[config.mk]
export PLATFORM = sky130hd
export DESIGN_NAME = xbc_bus_ctrl
export DESIGN_NICKNAME = d
export VERILOG_FILES = /design/src/core/xbc_pkg.sv /design/src/core/xbc_bus_ctrl.sv
export VERILOG_INCLUDE_DIRS = /design/src /design/src/core
export SDC_FILE = /design/constraint.sdc
export NUM_CORES = 1
export LEC_CHECK = 0
export ABC_AREA = 1
export BUFFER_PORTS_ARGS = -buffer_cell sky130_fd_sc_hd__buf_2
export CAP_MARGIN = 20
export CORE_MARGIN = 2
export CORE_UTILIZATION = 43
export CTS_BUF_LIST = sky130_fd_sc_hd__clkbuf_4 sky130_fd_sc_hd__clkbuf_8
export CTS_CLUSTER_DIAMETER = 150
export CTS_CLUSTER_SIZE = 40
export DETAILED_ROUTE_END_ITERATION = 7
export PLACE_DENSITY = 0.63
export SETUP_SLACK_MARGIN = 0.02
export SLEW_MARGIN = 0
export SYNTH_ARGS = -nofsm -noshare
export SYNTH_HDL_FRONTEND = slang
export SYNTH_SLANG_ARGS = --single-unit
export TNS_END_PERCENT = 20
[constraint.sdc]
create_clock -name ref_clk -period 2.58 [get_ports ref_clk]
set_input_delay 0.258 -clock ref_clk [delete_from_list [all_inputs] [get_ports ref_clk]]
set_output_delay 0.258 -clock ref_clk [all_outputs]
set_load 0.1 [all_outputs]
[src/core/xbc_defines.svh]
`ifndef XBC_DEFINES_SVH
`define XBC_DEFINES_SVH

// Register index; byte address = 4 * index
`define XBC_IDX_AREA_ACCESS_STATE  24'hfffd86
`define XBC_IDX_AREA4_WAIT         24'hfffd88
`define XBC_IDX_AREA2_WAIT         24'hfffd8a
`define XBC_IDX_IDLE_CYCLE         24'hfffd90
`define XBC_IDX_AREA_ENDIAN        24'hfffd95
`define XBC_IDX_SRAM_MODE          24'hfffd98
`define XBC_IDX_DRAM_IF            24'hfffda0
`define XBC_IDX_DRAM_TIMING        24'hfffda2
`define XBC_IDX_SYNC_DRAM          24'hfffda4

// Slot in the register array
`define XBC_NUM_REGS  9
`define XBC_R_AST     4'h0
`define XBC_R_W4      4'h1
`define XBC_R_W2      4'h2
`define XBC_R_IDLE    4'h3
`define XBC_R_END     4'h4
`define XBC_R_SRAM    4'h5
`define XBC_R_DRAM    4'h6
`define XBC_R_TIM     4'h7
`define XBC_R_SD      4'h8

// Implemented bits; all others read zero
`define XBC_MASK_AST   16'h1400
`define XBC_MASK_W4    16'h0007
`define XBC_MASK_W2    16'h0700
`define XBC_MASK_IDLE  16'hf000
`define XBC_MASK_END   16'h0014
`define XBC_MASK_SRAM  16'h1400
`define XBC_MASK_DRAM  16'hc880
`define XBC_MASK_TIM   16'h3300
`define XBC_MASK_SD    16'h8000
`define XBC_RESET_VAL  16'h0000

// Field positions
`define XBC_B_AREA4_THREE_STATE_SEL      12
`define XBC_B_AREA2_THREE_STATE_SEL      10
`define XBC_F_W4        2:0
`define XBC_F_W2        10:8
`define XBC_F_W2_CL     9:8
`define XBC_F_IDLE      15:12
`define XBC_B_LE4       4
`define XBC_B_LE2       2
`define XBC_B_AREA4_BYTE_CTRL_SRAM_SEL    12
`define XBC_B_AREA2_BYTE_CTRL_SRAM_SEL    10
`define XBC_B_DRAM_SEL  15
`define XBC_B_KIND      14
`define XBC_B_OEE       11
`define XBC_B_BURST     7
`define XBC_F_TPC       13:12
`define XBC_F_RCD       9:8
`define XBC_B_MODE_REG_PROGRAM_EN      15

`endif

[src/core/xbc_pkg.sv]
package xbc_pkg;

    typedef enum logic [3:0] {
        ST_IDLE, ST_T1, ST_T2, ST_WAIT, ST_T3,
        ST_RAS, ST_RCD, ST_CAS, ST_CL, ST_PRE, ST_GAP
    } xbc_state_t;

    // Access request from the internal bus side
    typedef struct packed {
        logic        area4;
        logic        write;
        logic        byte_only;
        logic        burst_more;
        logic [15:0] wdata;
    } xbc_acc_t;

    // External memory strobes, all active high
    typedef struct packed {
        logic cs;
        logic ras;
        logic cas;
        logic wr;
        logic oe;
        logic cke;
        logic mrs;
        logic byte_ctrl;
        logic idle;
    } xbc_ext_t;

endpackage

[src/core/xbc_bus_ctrl.sv]
// Contract
// - Area access: three states if bit set
// - Area 4 wait field gives wait cycles
// - SDRAM: area 2 field low bits latency
// - Nonzero idle field inserts idle cycle
// - Endian bit zero means big endian
// - Byte-control SRAM interface when bit set; area 2 never gets it while DRAM is selected
// - Area 2 becomes DRAM when selected
// - Type bit set means SDRAM
// - Output-enable bit drives OE or CKE
// - Burst bit enables page-mode bursts
// - Precharge field sets cycles, 00 one
// - RAS-to-CAS field inserts wait cycles
// - Mode register programming only when enabled
//
// The implementer's own choice: the Avalon-MM register port.
`timescale 1ns/1ps
`default_nettype none
`include "xbc_defines.svh"

module xbc_bus_ctrl (
    input  wire logic               ref_clk,
    input  wire logic               rst_n,
    input  wire logic [25:0]        avs_address,
    input  wire logic               avs_read,
    input  wire logic               avs_write,
    input  wire logic [31:0]        avs_writedata,
    input  wire logic [3:0]         avs_byteenable,
    output logic      [31:0]        avs_readdata,
    output logic                    avs_waitrequest,
    input  wire logic               acc_valid,
    input  wire xbc_pkg::xbc_acc_t  acc_req,
    output logic                    acc_ack,
    output logic      [15:0]        acc_rdata,
    output xbc_pkg::xbc_ext_t       ext_ctrl,
    input  wire logic [15:0]        ext_data_in,
    output logic      [15:0]        ext_data_out,
    output logic                    ext_data_oe_n
);
    import xbc_pkg::*;

    logic [15:0] regs_reg [`XBC_NUM_REGS];
    logic        wait_reg;
    logic [31:0] rdata_reg;
    logic        hit;
    logic [3:0]  slot;
    logic [15:0] wr_masked;

    xbc_state_t  state_reg, state_next;
    logic [2:0]  cnt_reg, cnt_next;
    xbc_acc_t    req_reg, req_next;
    logic        page_open_reg, page_open_next;
    logic        reopen_reg, reopen_next;
    logic        take, done, cap;
    logic        ack_reg;
    logic [15:0] acc_rdata_reg, ext_wdata_reg;
    xbc_ext_t    ext_reg, ext_next;
    logic        oe_n_reg;

    function automatic logic [4:0] decode(input logic [23:0] idx);
        case (idx)
            `XBC_IDX_AREA_ACCESS_STATE: decode = {1'b1, `XBC_R_AST};
            `XBC_IDX_AREA4_WAIT:        decode = {1'b1, `XBC_R_W4};
            `XBC_IDX_AREA2_WAIT:        decode = {1'b1, `XBC_R_W2};
            `XBC_IDX_IDLE_CYCLE:        decode = {1'b1, `XBC_R_IDLE};
            `XBC_IDX_AREA_ENDIAN:       decode = {1'b1, `XBC_R_END};
            `XBC_IDX_SRAM_MODE:         decode = {1'b1, `XBC_R_SRAM};
            `XBC_IDX_DRAM_IF:           decode = {1'b1, `XBC_R_DRAM};
            `XBC_IDX_DRAM_TIMING:       decode = {1'b1, `XBC_R_TIM};
            `XBC_IDX_SYNC_DRAM:         decode = {1'b1, `XBC_R_SD};
            default:                    decode = 5'h00;
        endcase
    endfunction

    function automatic logic [15:0] reg_mask(input logic [3:0] s);
        case (s)
            `XBC_R_AST:  reg_mask = `XBC_MASK_AST;
            `XBC_R_W4:   reg_mask = `XBC_MASK_W4;
            `XBC_R_W2:   reg_mask = `XBC_MASK_W2;
            `XBC_R_IDLE: reg_mask = `XBC_MASK_IDLE;
            `XBC_R_END:  reg_mask = `XBC_MASK_END;
            `XBC_R_SRAM: reg_mask = `XBC_MASK_SRAM;
            `XBC_R_DRAM: reg_mask = `XBC_MASK_DRAM;
            `XBC_R_TIM:  reg_mask = `XBC_MASK_TIM;
            `XBC_R_SD:   reg_mask = `XBC_MASK_SD;
            default:     reg_mask = 16'h0000;
        endcase
    endfunction

    // Byte swap for little-endian areas; big endian passes straight
    function automatic logic [15:0] order(input logic [15:0] d,
                                          input logic        le);
        order = le ? {d[7:0], d[15:8]} : d;
    endfunction

    assign {hit, slot} = decode(avs_address[25:2]);
    assign wr_masked   = avs_writedata[15:0] & reg_mask(slot);

    // Avalon slave: one wait cycle, then answer
    always_ff @(posedge ref_clk or negedge rst_n) begin
        if (!rst_n) begin
            wait_reg <= 1'b1;
        end else if ((avs_read || avs_write) && wait_reg) begin
            wait_reg <= 1'b0;
        end else begin
            wait_reg <= 1'b1;
        end
    end

    always_ff @(posedge ref_clk or negedge rst_n) begin
        if (!rst_n) begin
            rdata_reg <= 32'h0000_0000;
        end else if (avs_read && wait_reg) begin
            rdata_reg <= hit ? {16'h0000, regs_reg[slot]} : 32'h0000_0000;
        end
    end

    always_ff @(posedge ref_clk or negedge rst_n) begin
        if (!rst_n) begin
            for (int i = 0; i < `XBC_NUM_REGS; i++) begin
                regs_reg[i] <= `XBC_RESET_VAL;
            end
        end else if (avs_write && !wait_reg && hit) begin
            if (avs_byteenable[0]) begin
                regs_reg[slot][7:0] <= wr_masked[7:0];
            end
            if (avs_byteenable[1]) begin
                regs_reg[slot][15:8] <= wr_masked[15:8];
            end
        end
    end

    assign avs_waitrequest = wait_reg;
    assign avs_readdata    = rdata_reg;

    // Configuration fields
    logic       area4_three_state_sel, area2_three_state_sel, le4, le2, bc4, bc2;
    logic       dram_sel, kind_sdram, oe_cke_output_en, burst_en, mode_reg_program_en;
    logic [2:0] w4, w2;
    logic [1:0] cl_code, tpc, rcd;
    logic       idle_on;

    assign area4_three_state_sel       = regs_reg[`XBC_R_AST][`XBC_B_AREA4_THREE_STATE_SEL];
    assign area2_three_state_sel       = regs_reg[`XBC_R_AST][`XBC_B_AREA2_THREE_STATE_SEL];
    assign w4         = regs_reg[`XBC_R_W4][`XBC_F_W4];
    assign w2         = regs_reg[`XBC_R_W2][`XBC_F_W2];
    assign cl_code    = regs_reg[`XBC_R_W2][`XBC_F_W2_CL];
    assign idle_on    = |regs_reg[`XBC_R_IDLE][`XBC_F_IDLE];
    assign le4        = regs_reg[`XBC_R_END][`XBC_B_LE4];
    assign le2        = regs_reg[`XBC_R_END][`XBC_B_LE2];
    assign bc4        = regs_reg[`XBC_R_SRAM][`XBC_B_AREA4_BYTE_CTRL_SRAM_SEL];
    assign bc2        = regs_reg[`XBC_R_SRAM][`XBC_B_AREA2_BYTE_CTRL_SRAM_SEL];
    assign dram_sel   = regs_reg[`XBC_R_DRAM][`XBC_B_DRAM_SEL];
    assign kind_sdram = regs_reg[`XBC_R_DRAM][`XBC_B_KIND];
    assign oe_cke_output_en        = regs_reg[`XBC_R_DRAM][`XBC_B_OEE];
    assign burst_en   = regs_reg[`XBC_R_DRAM][`XBC_B_BURST];
    assign tpc        = regs_reg[`XBC_R_TIM][`XBC_F_TPC];
    assign rcd        = regs_reg[`XBC_R_TIM][`XBC_F_RCD];
    assign mode_reg_program_en       = regs_reg[`XBC_R_SD][`XBC_B_MODE_REG_PROGRAM_EN];

    // Per-request view of the current area
    logic       cur_dram, cur_sdram, cur_ast;
    logic [2:0] cur_waits;
    assign cur_dram  = !req_reg.area4 && dram_sel;
    assign cur_sdram = cur_dram && kind_sdram;
    assign cur_ast   = req_reg.area4 ? area4_three_state_sel : area2_three_state_sel;
    // Plain area 2 uses its full wait field; area 4 its own
    assign cur_waits = req_reg.area4 ? w4 : w2;

    function automatic xbc_state_t entry(input logic a4,
                                         input logic open);
        if (a4 || !dram_sel) begin
            entry = ST_T1;
        end else if (open && burst_en) begin
            entry = ST_CAS;
        end else begin
            entry = ST_RAS;
        end
    endfunction

    always_comb begin
        state_next     = state_reg;
        cnt_next       = cnt_reg;
        page_open_next = page_open_reg;
        reopen_next    = reopen_reg;
        take           = 1'b0;
        done           = 1'b0;
        cap            = 1'b0;
        case (state_reg)
            ST_IDLE: begin
                if (acc_valid && !ack_reg) begin
                    take = 1'b1;
                    // Open page must close unless this continues it
                    if (page_open_reg && (acc_req.area4 || !dram_sel
                                          || !burst_en)) begin
                        state_next     = ST_PRE;
                        cnt_next       = {1'b0, tpc};
                        page_open_next = 1'b0;
                        reopen_next    = 1'b1;
                    end else begin
                        state_next = entry(acc_req.area4, page_open_reg);
                    end
                end
            end
            ST_T1: state_next = ST_T2;
            ST_T2: begin
                if (!cur_ast) begin
                    cap  = 1'b1;
                    done = 1'b1;
                end else if (cur_waits != 3'h0) begin
                    state_next = ST_WAIT;
                    cnt_next   = cur_waits - 3'h1;
                end else begin
                    state_next = ST_T3;
                end
            end
            ST_WAIT: begin
                if (cnt_reg == 3'h0) begin
                    state_next = ST_T3;
                end else begin
                    cnt_next = cnt_reg - 3'h1;
                end
            end
            ST_T3: begin
                cap  = 1'b1;
                done = 1'b1;
            end
            ST_RAS: begin
                if (rcd != 2'h0) begin
                    state_next = ST_RCD;
                    cnt_next   = {1'b0, rcd - 2'h1};
                end else begin
                    state_next = ST_CAS;
                end
            end
            ST_RCD: begin
                if (cnt_reg == 3'h0) begin
                    state_next = ST_CAS;
                end else begin
                    cnt_next = cnt_reg - 3'h1;
                end
            end
            ST_CAS, ST_CL: begin
                if (state_reg == ST_CAS && cur_sdram && !req_reg.write
                    && cl_code != 2'h0) begin
                    state_next = ST_CL;
                    cnt_next   = {1'b0, cl_code - 2'h1};
                end else if (state_reg == ST_CL && cnt_reg != 3'h0) begin
                    cnt_next = cnt_reg - 3'h1;
                end else begin
                    cap = 1'b1;
                    if (burst_en && req_reg.burst_more) begin
                        page_open_next = 1'b1;
                        done           = 1'b1;
                    end else begin
                        page_open_next = 1'b0;
                        reopen_next    = 1'b0;
                        state_next     = ST_PRE;
                        cnt_next       = {1'b0, tpc};
                    end
                end
            end
            ST_PRE: begin
                if (cnt_reg != 3'h0) begin
                    cnt_next = cnt_reg - 3'h1;
                end else if (reopen_reg) begin
                    reopen_next = 1'b0;
                    state_next  = entry(req_reg.area4, 1'b0);
                end else begin
                    done = 1'b1;
                end
            end
            ST_GAP:  state_next = ST_IDLE;
            default: state_next = ST_IDLE;
        endcase
        if (done) begin
            state_next = idle_on ? ST_GAP : ST_IDLE;
        end
    end

    assign req_next = take ? acc_req : req_reg;

    always_comb begin
        logic act, dr, sd, cas_ph;
        act    = state_next inside {ST_T1, ST_T2, ST_WAIT, ST_T3,
                                    ST_RAS, ST_RCD, ST_CAS, ST_CL};
        dr     = !req_next.area4 && dram_sel;
        sd     = dr && kind_sdram;
        cas_ph = state_next inside {ST_CAS, ST_CL};
        ext_next.cs   = act;
        ext_next.ras  = state_next inside {ST_RAS, ST_RCD, ST_CAS, ST_CL};
        ext_next.cas  = cas_ph;
        // Mode register set replaces a byte-only SDRAM write when enabled
        ext_next.mrs  = state_next == ST_CAS && sd && mode_reg_program_en
                        && req_next.write && req_next.byte_only;
        ext_next.wr   = act && req_next.write && !ext_next.mrs;
        ext_next.oe   = oe_cke_output_en && dr && !kind_sdram && cas_ph
                        && !req_next.write;
        ext_next.cke  = oe_cke_output_en && dram_sel && kind_sdram;
        // Byte control is masked off while area 2 is DRAM, whatever bc2 holds
        ext_next.byte_ctrl = act && !dr
                             && (req_next.area4 ? bc4 : bc2);
        ext_next.idle = state_next == ST_GAP;
    end

    always_ff @(posedge ref_clk or negedge rst_n) begin
        if (!rst_n) begin
            state_reg     <= ST_IDLE;
            cnt_reg       <= 3'h0;
            page_open_reg <= 1'b0;
            reopen_reg    <= 1'b0;
            req_reg       <= '0;
        end else begin
            state_reg     <= state_next;
            cnt_reg       <= cnt_next;
            page_open_reg <= page_open_next;
            reopen_reg    <= reopen_next;
            req_reg       <= req_next;
        end
    end

    always_ff @(posedge ref_clk or negedge rst_n) begin
        if (!rst_n) begin
            ack_reg       <= 1'b0;
            acc_rdata_reg <= 16'h0000;
            ext_wdata_reg <= 16'h0000;
            ext_reg       <= '0;
            oe_n_reg      <= 1'b1;
        end else begin
            ack_reg  <= done;
            ext_reg  <= ext_next;
            oe_n_reg <= !(ext_next.wr || ext_next.mrs);
            if (take) begin
                ext_wdata_reg <= order(acc_req.wdata, acc_req.area4 ? le4
                                                                : le2);
            end
            if (cap && !req_reg.write) begin
                acc_rdata_reg <= order(ext_data_in, req_reg.area4 ? le4
                                                              : le2);
            end
        end
    end

    assign acc_ack       = ack_reg;
    assign acc_rdata     = acc_rdata_reg;
    assign ext_ctrl      = ext_reg;
    assign ext_data_out  = ext_wdata_reg;
    assign ext_data_oe_n = oe_n_reg;
endmodule
`default_nettype wire

# ---- Yosys cells after proc, flatten, opt, wreduce, memory -nomap -nowiden
# Memories as Yosys holds them, arrays and structs flattened.
# Cells that the tools add are included.
dict set report totals {
  regBits 249
  latchBits 0
  ram_bits 0
  romBits 208
  output_inout_bits 76
  memories 1
}
# memory depth word_bits read_ports rd_clocked_by_memory_dff wr line_no
set memory_table {}
lappend memory_table {{(no name shown)} 16 13 1 0 0 xbc_bus_ctrl.sv:76} ;# case (s)
dict set report classes {
  addsub 4
  mul 0
  div 0
  order_cmp 2
  eq_ne 39
  n_shift 0
  muxes 76
  n_bitwise 2
  reduce_logical 67
}
# operator count
set op_table {}
lappend op_table {{$mux 144} 3}
lappend op_table {{$bwmux 144} 2}
lappend op_table {{$eq 24x24->1 const B} 9}
lappend op_table {{$demux 16 s4} 2}
lappend op_table {{$mux 16} 6}
lappend op_table {{$bmux 16 s4} 1}
lappend op_table {{$mux 4} 12}
lappend op_table {{$pmux 5 s9} 1}
lappend op_table {{$mux 3} 14}
lappend op_table {{$pmux 4 s9} 1}
lappend op_table {{$eq 4x3->1 const B} 8}
lappend op_table {{$logic_and 1x1->1} 32}
lappend op_table {{$mux 1} 26}
lappend op_table {{$ne 2x2->1 const B} 11}
lappend op_table {{$mux 20} 1}
lappend op_table {{$pmux 3 s6} 1}
lappend op_table {{$and 16x16->16} 1}
lappend op_table {{$eq 4x2->1 const B} 4}
lappend op_table {{$eq 4x4->1 const B} 4}
lappend op_table {{$logic_not 1->1} 12}
lappend op_table {{$reduce_and 9->1} 1}
lappend op_table {{$reduce_bool 3->1} 3}
lappend op_table {{$eq 4x1->1 const B} 2}
lappend op_table {{$mux 8} 1}
lappend op_table {{other kinds (21)} 32}

# ---- Logic depth before layout (Yosys ltp)
dict set report logic_depth {
  ltp_word 18
  ltp_mapped 18
}

# ---- Least setup slack after synthesis
# OpenSTA, ideal clock, no wires.
dict set report synth_timing {
  path_kind {input-to-reg}
  startpoint {input avs_address[24]}
  endpoint {register regs_reg[20] (netlist bit)}
  setup_time_ps 120
  arrival_ps 2158
  required_time_ps 2460
  path_slack_ps 302
  path_stages 16
  path_buffers 0
  cell_sequence {nand2_1 > inv_1 > nand2_1 > nor2_4 > nand2_2 > inv_2 > nand3_1 > o221ai_1 > nand2_1 > inv_1 > ha_1 > inv_1 > nor2_2 > nand4_1 > o21ai_0 > inv_1}
}
dict set report synth_via {
  elab_chain_len 12
  word_cells_on_any_way 25
  cone_classes {2 x order compare; 9 x eq/ne; 9 x mux; 2 x bitwise; 2 x reduce/logical; 1 x memory}
}
# item line_no
set synth_lines {}
lappend synth_lines {{start: declaration} xbc_bus_ctrl.sv:24} ;# input wire logic [25:0] avs_address,
lappend synth_lines {{$eq 24x24->1} xbc_bus_ctrl.sv:61} ;# case (idx)
lappend synth_lines {{$pmux 5 s9 *} xbc_bus_ctrl.sv:61}
lappend synth_lines {{$not 4->5 (not written as such)} {xbc_bus_ctrl.sv:125, xbc_bus_ctrl.sv:128}}
lappend synth_lines {{$ge 5x5->1 (not written as such) or $lt 5x1->1 (tied branches)} xbc_bus_ctrl.sv:125} ;# regs_reg[slot][7:0] <= wr_masked[7:0];
lappend synth_lines {{$logic_and 1x1->1 (not written as such)} xbc_bus_ctrl.sv:125}
lappend synth_lines {{$mux 8 (not written as such)} xbc_bus_ctrl.sv:125}
lappend synth_lines {{$demux 16 s4} xbc_bus_ctrl.sv:125}
lappend synth_lines {{$bwmux 144} xbc_bus_ctrl.sv:125}
lappend synth_lines {{$mux 144} xbc_bus_ctrl.sv:124} ;# if (avs_byteenable[0]) begin
lappend synth_lines {{$mux 144} xbc_bus_ctrl.sv:123} ;# end else if (avs_write && !wait_reg && hit) begin
lappend synth_lines {{$bwmux 144} xbc_bus_ctrl.sv:128} ;# regs_reg[slot][15:8] <= wr_masked[15:8];
lappend synth_lines {{$mux 144} xbc_bus_ctrl.sv:127} ;# if (avs_byteenable[1]) begin
lappend synth_lines {{end signal: indexed assignment} xbc_bus_ctrl.sv:121} ;# regs_reg[i] <= `XBC_RESET_VAL;
lappend synth_lines {{end signal: indexed assignment} xbc_bus_ctrl.sv:125}
lappend synth_lines {{end signal: indexed assignment} xbc_bus_ctrl.sv:128}
lappend synth_lines {{end: declaration} xbc_bus_ctrl.sv:42} ;# logic [15:0] regs_reg [`XBC_NUM_REGS];
# Every way passes the cells marked *; elsewhere a longest branch is shown, timed or not. The select of a mux whose other input is x is not followed.
# A chain may end at the register's enable or synchronous reset.

==> impl_metrics.toml <==
[pwr]
power.density_nw_per_um2 = 848
intPower_w = 0.00494
switching_share_pct = 51.1
switchingPower_w = 0.00516
combinationalPowerShare_pct = 45.3
seqPwrFrac_pct = 35.3
peakVddDrop_uv = 899
p_clk_share_pct = 19.4
power.leakage_nw = 6.43

[floorplanning]
dieArea_um2 = 25100
std_cell_rows = 56
die_h_um = 158
pin_count = 179
initial_core_util_pct = 43.8
core-area_um2 = 23400
die_width_um = 158

[final_layout]
num-fill-cells = 2407
post-route-util_pct = 50.8
syn_to_final_growth_pct = 16.2
regArea_um2 = 4680
drive_gt1_share_pct = 16.3
largest_register_ffs = 102
instances_no_fill = 1939
multi_input_area_um2 = 4440
postLayoutCellArea_um2 = 11900
num_antenna_cells = 0
nets = 1720

[synth]
synth.cell_area_um2 = 10200
yosysTopAreaCell = "dfrtp_1"
syn_area_per_cell_um2 = 7.09
yosysSeqAreaShare_pct = 45.7
ys_ff_latch = 187
synth.distinct_cells = 41
synth_top_area_share_pct = 45.2
synth_area_leaders = "dfrtp_1 45%, nand2_1 18%, inv_1 7.8%, o21ai_0 6.0%, nor2_1 4.5%"
ys.warnings.count = 0
synthCells = 1445

[clocking]
root_buffer = "clkbuf_8"
clkLatencyLatePin_ns = 0.48
cts_max_level = 4
clock-sinks = 187
post-cts-setup-buffer-count = 0
cts_buffer_depth = 2
cts_buffers = 17
clkTransAtPathRegs_ns = 0.11
cts_tree = "built"

[critical_path]
start_kind = "flip-flop"
critPathLaunch = "req_reg[19]$_DFF_PN0_"
critPathMaxFanout = 12
critPathArrivalTime_ns = 2.68
cp.required_ns = 2.96
end_kind = "flip-flop"
rr_endpoint = "ext_ctrl[5]$_DFF_PN0_"
rr_startpoint = "req_reg[19]$_DFF_PN0_"
reg2regPathDepth = 13
crit_type = "reg -> reg"
r2r_slack_ns = 0.27

[routing]
vias = 9447
final_antenna_net_count = 0
route.detailed.wl_per_inst_um = 14.3
vias_per_cell = 4.87
routed_wl_mm = 27.6
dr.pass1.iters = 5
drc = 0
drt_iter0_markers = 669

[global_route]
grt_pass1_wl_mm = 44.8
grt_start_max_net_pins = 50
track_usage_pct = 22.9
grt_pass1_vias = 8759
antenna_found_initial = 0
grt_overflow = 0

[timing]
fin_worst_skew_ns = 0.0222
hold_violations = 0
clock.fmax_ghz = 0.433
slew_violations = 0
relSlewSlack_pct = 53.2
setup_viol = 0
rsz0062_at_grt = "no"
tns_ns = 0
worstMarginPinSlew_ns = 0.695
finalCritPeriodShare_pct = 89.4
min_period_ns = 2.31

[run]
maxCapViolCount = 0

[placed_design]
gp_congestion = 0.917
io_buffer_count = 136
post-place-cells = 1903
dp_hpwl_mm = 20.5
placed_area_um2 = 11500

[run_status]
outcome = "complete, no violations"

[min_path]
hold_depth = 3
hold_start = "avs_writedata[0]"
whs_endpoint = "regs_reg[112]$_DFFE_PN0P_"
hold_path_class = "in -> reg"
worst max-delay path: stages, from the launching register on:
cell and delay (ns):
dfrtp_2 0.52, o21ai_1 0.25, ha_1 0.19, inv_1 0.04
nor2_1 0.25, nor2_1 0.09, nor3_1 0.26, nand2_1 0.13
nand2_1 0.10, inv_1 0.05, nor2_1 0.11, nand2_1 0.07
nand3_1 0.10, nor2_1 0.05
cells in the mapped netlist (all sizes together):
master   number
nand2       516
inv         217
dfrtp       185
o21ai       163
nor2        134
nand3        54
buf          45
a21oi        44
nand4        24
clkbuf       18
ha           10
nor3          7
o22ai         5
nand3b        3
nor4          3
clkinv        2
dfstp         2
o2111ai       2
o211ai        2
or2           2
a211oi        1
a22oi         1
conb          1
o21a          1
o221ai        1
xnor2         1
xor2          1
layer usage:
layer	track usage, %	share of wire [%]	vias to the layer above
met1	32.2	47	4382
met2	37.4	45	288
li1	-	-	4749
met5	0	0	-
met4	5.49	1.5	0
met3	3.46	6.0	28
kinds of logic after synthesis:
family / count (synthesis) / share of synthesized area, %
AOI/OAI and AO/OA: 220 / 11.3
xor gates and xnor gates: 2 / 0.171
other: 1 / 0.0366
buffers and inverters: 282 / 11.7
adders and majority gates: 10 / 1.22
and+or+nand+nor: 743 / 29.8
DFF: 187 / 45.7
cell usage in the layout (no fill, tap or decap), drive strengths merged, types with 2 or more instances in the layout:
cell type / netlist / layout
a21oi: 44 / 44
buf: 45 / 183
clkbuf: 18 / 19
clkinv: 2 / 6
clkinvlp: 0 / 2
conb: 1 / 19
dfrtp: 185 / 185
dfstp: 2 / 2
dlygate4sd3: 0 / 4
ha: 10 / 10
inv: 217 / 225
nand2: 516 / 516
nand3: 54 / 54
nand3b: 3 / 3
nand4: 24 / 24
nor2: 134 / 134
nor3: 7 / 7
nor4: 3 / 3
o2111ai: 2 / 2
o211ai: 2 / 2
o21ai: 163 / 163
o22ai: 5 / 5
or2: 2 / 2
per-stage QoR:
stage | setup WS [ns] | power, W | hold WS [ns]
floorplan | 0.302 | 0.00725 | -0.0376
finish | 0.273 | 0.0101 | 0.0316
global placement | 0.0647 | 0.00817 | 0.238
detailed placement | -0.0275 | 0.00820 | 0.240
global route | 0.0851 | 0.0106 | 0.0401
CTS | 0.118 | 0.0102 | 0.0176
worst max path at each step:
stage	endpoint	slack, ns	cells after the start
2_1_floorplan	regs_reg[20]$_DFFE_PN0P_	0.30	16
3_3_place_gp	regs_reg[98]$_DFFE_PN0P_	0.06	15
3_5_place_dp	regs_reg[18]$_DFFE_PN0P_	-0.03	16
4_1_cts	ext_ctrl[5]$_DFF_PN0_	0.12	13
5_1_grt	cnt_reg[1]$_DFFE_PN0P_	0.09	10
6_report	ext_ctrl[5]$_DFF_PN0_	0.27	13
area by class of cell:
| type | instances | area share, % |
|---|---|---|
| clock inverters | 14 | 1.24 |
| inverters | 219 | 6.91 |
| multi-input cells | 994 | 37.3 |
| repair buffers | 188 | 9.79 |
| well taps | 319 | 3.35 |
| flip-flops and latches | 187 | 39.4 |
| clock buffers | 18 | 2.03 |
repair_timing:
item,4_1_cts,5_1_grt
endpoints found under the hold margin,47,0
resized for setup,0,3
hold buffers,4,0
setup endpoints to repair,0,4
power groups by stage:
| stage | logic, W | clock network (W) | registers (W) |
|---|---|---|---|
| final | 0.00457 | 0.00196 | 0.00356 |
| after floorplan | 0.00151 | 0 | 0.00574 |
| after global placement | 0.00456 | 0 | 0.00361 |
| after global routing | 0.00492 | 0.00210 | 0.00361 |
| after CTS | 0.00459 | 0.00201 | 0.00357 |
| after detailed placement | 0.00458 | 0 | 0.00362 |
Note: power is estimated with default switching activity, not from simulation.
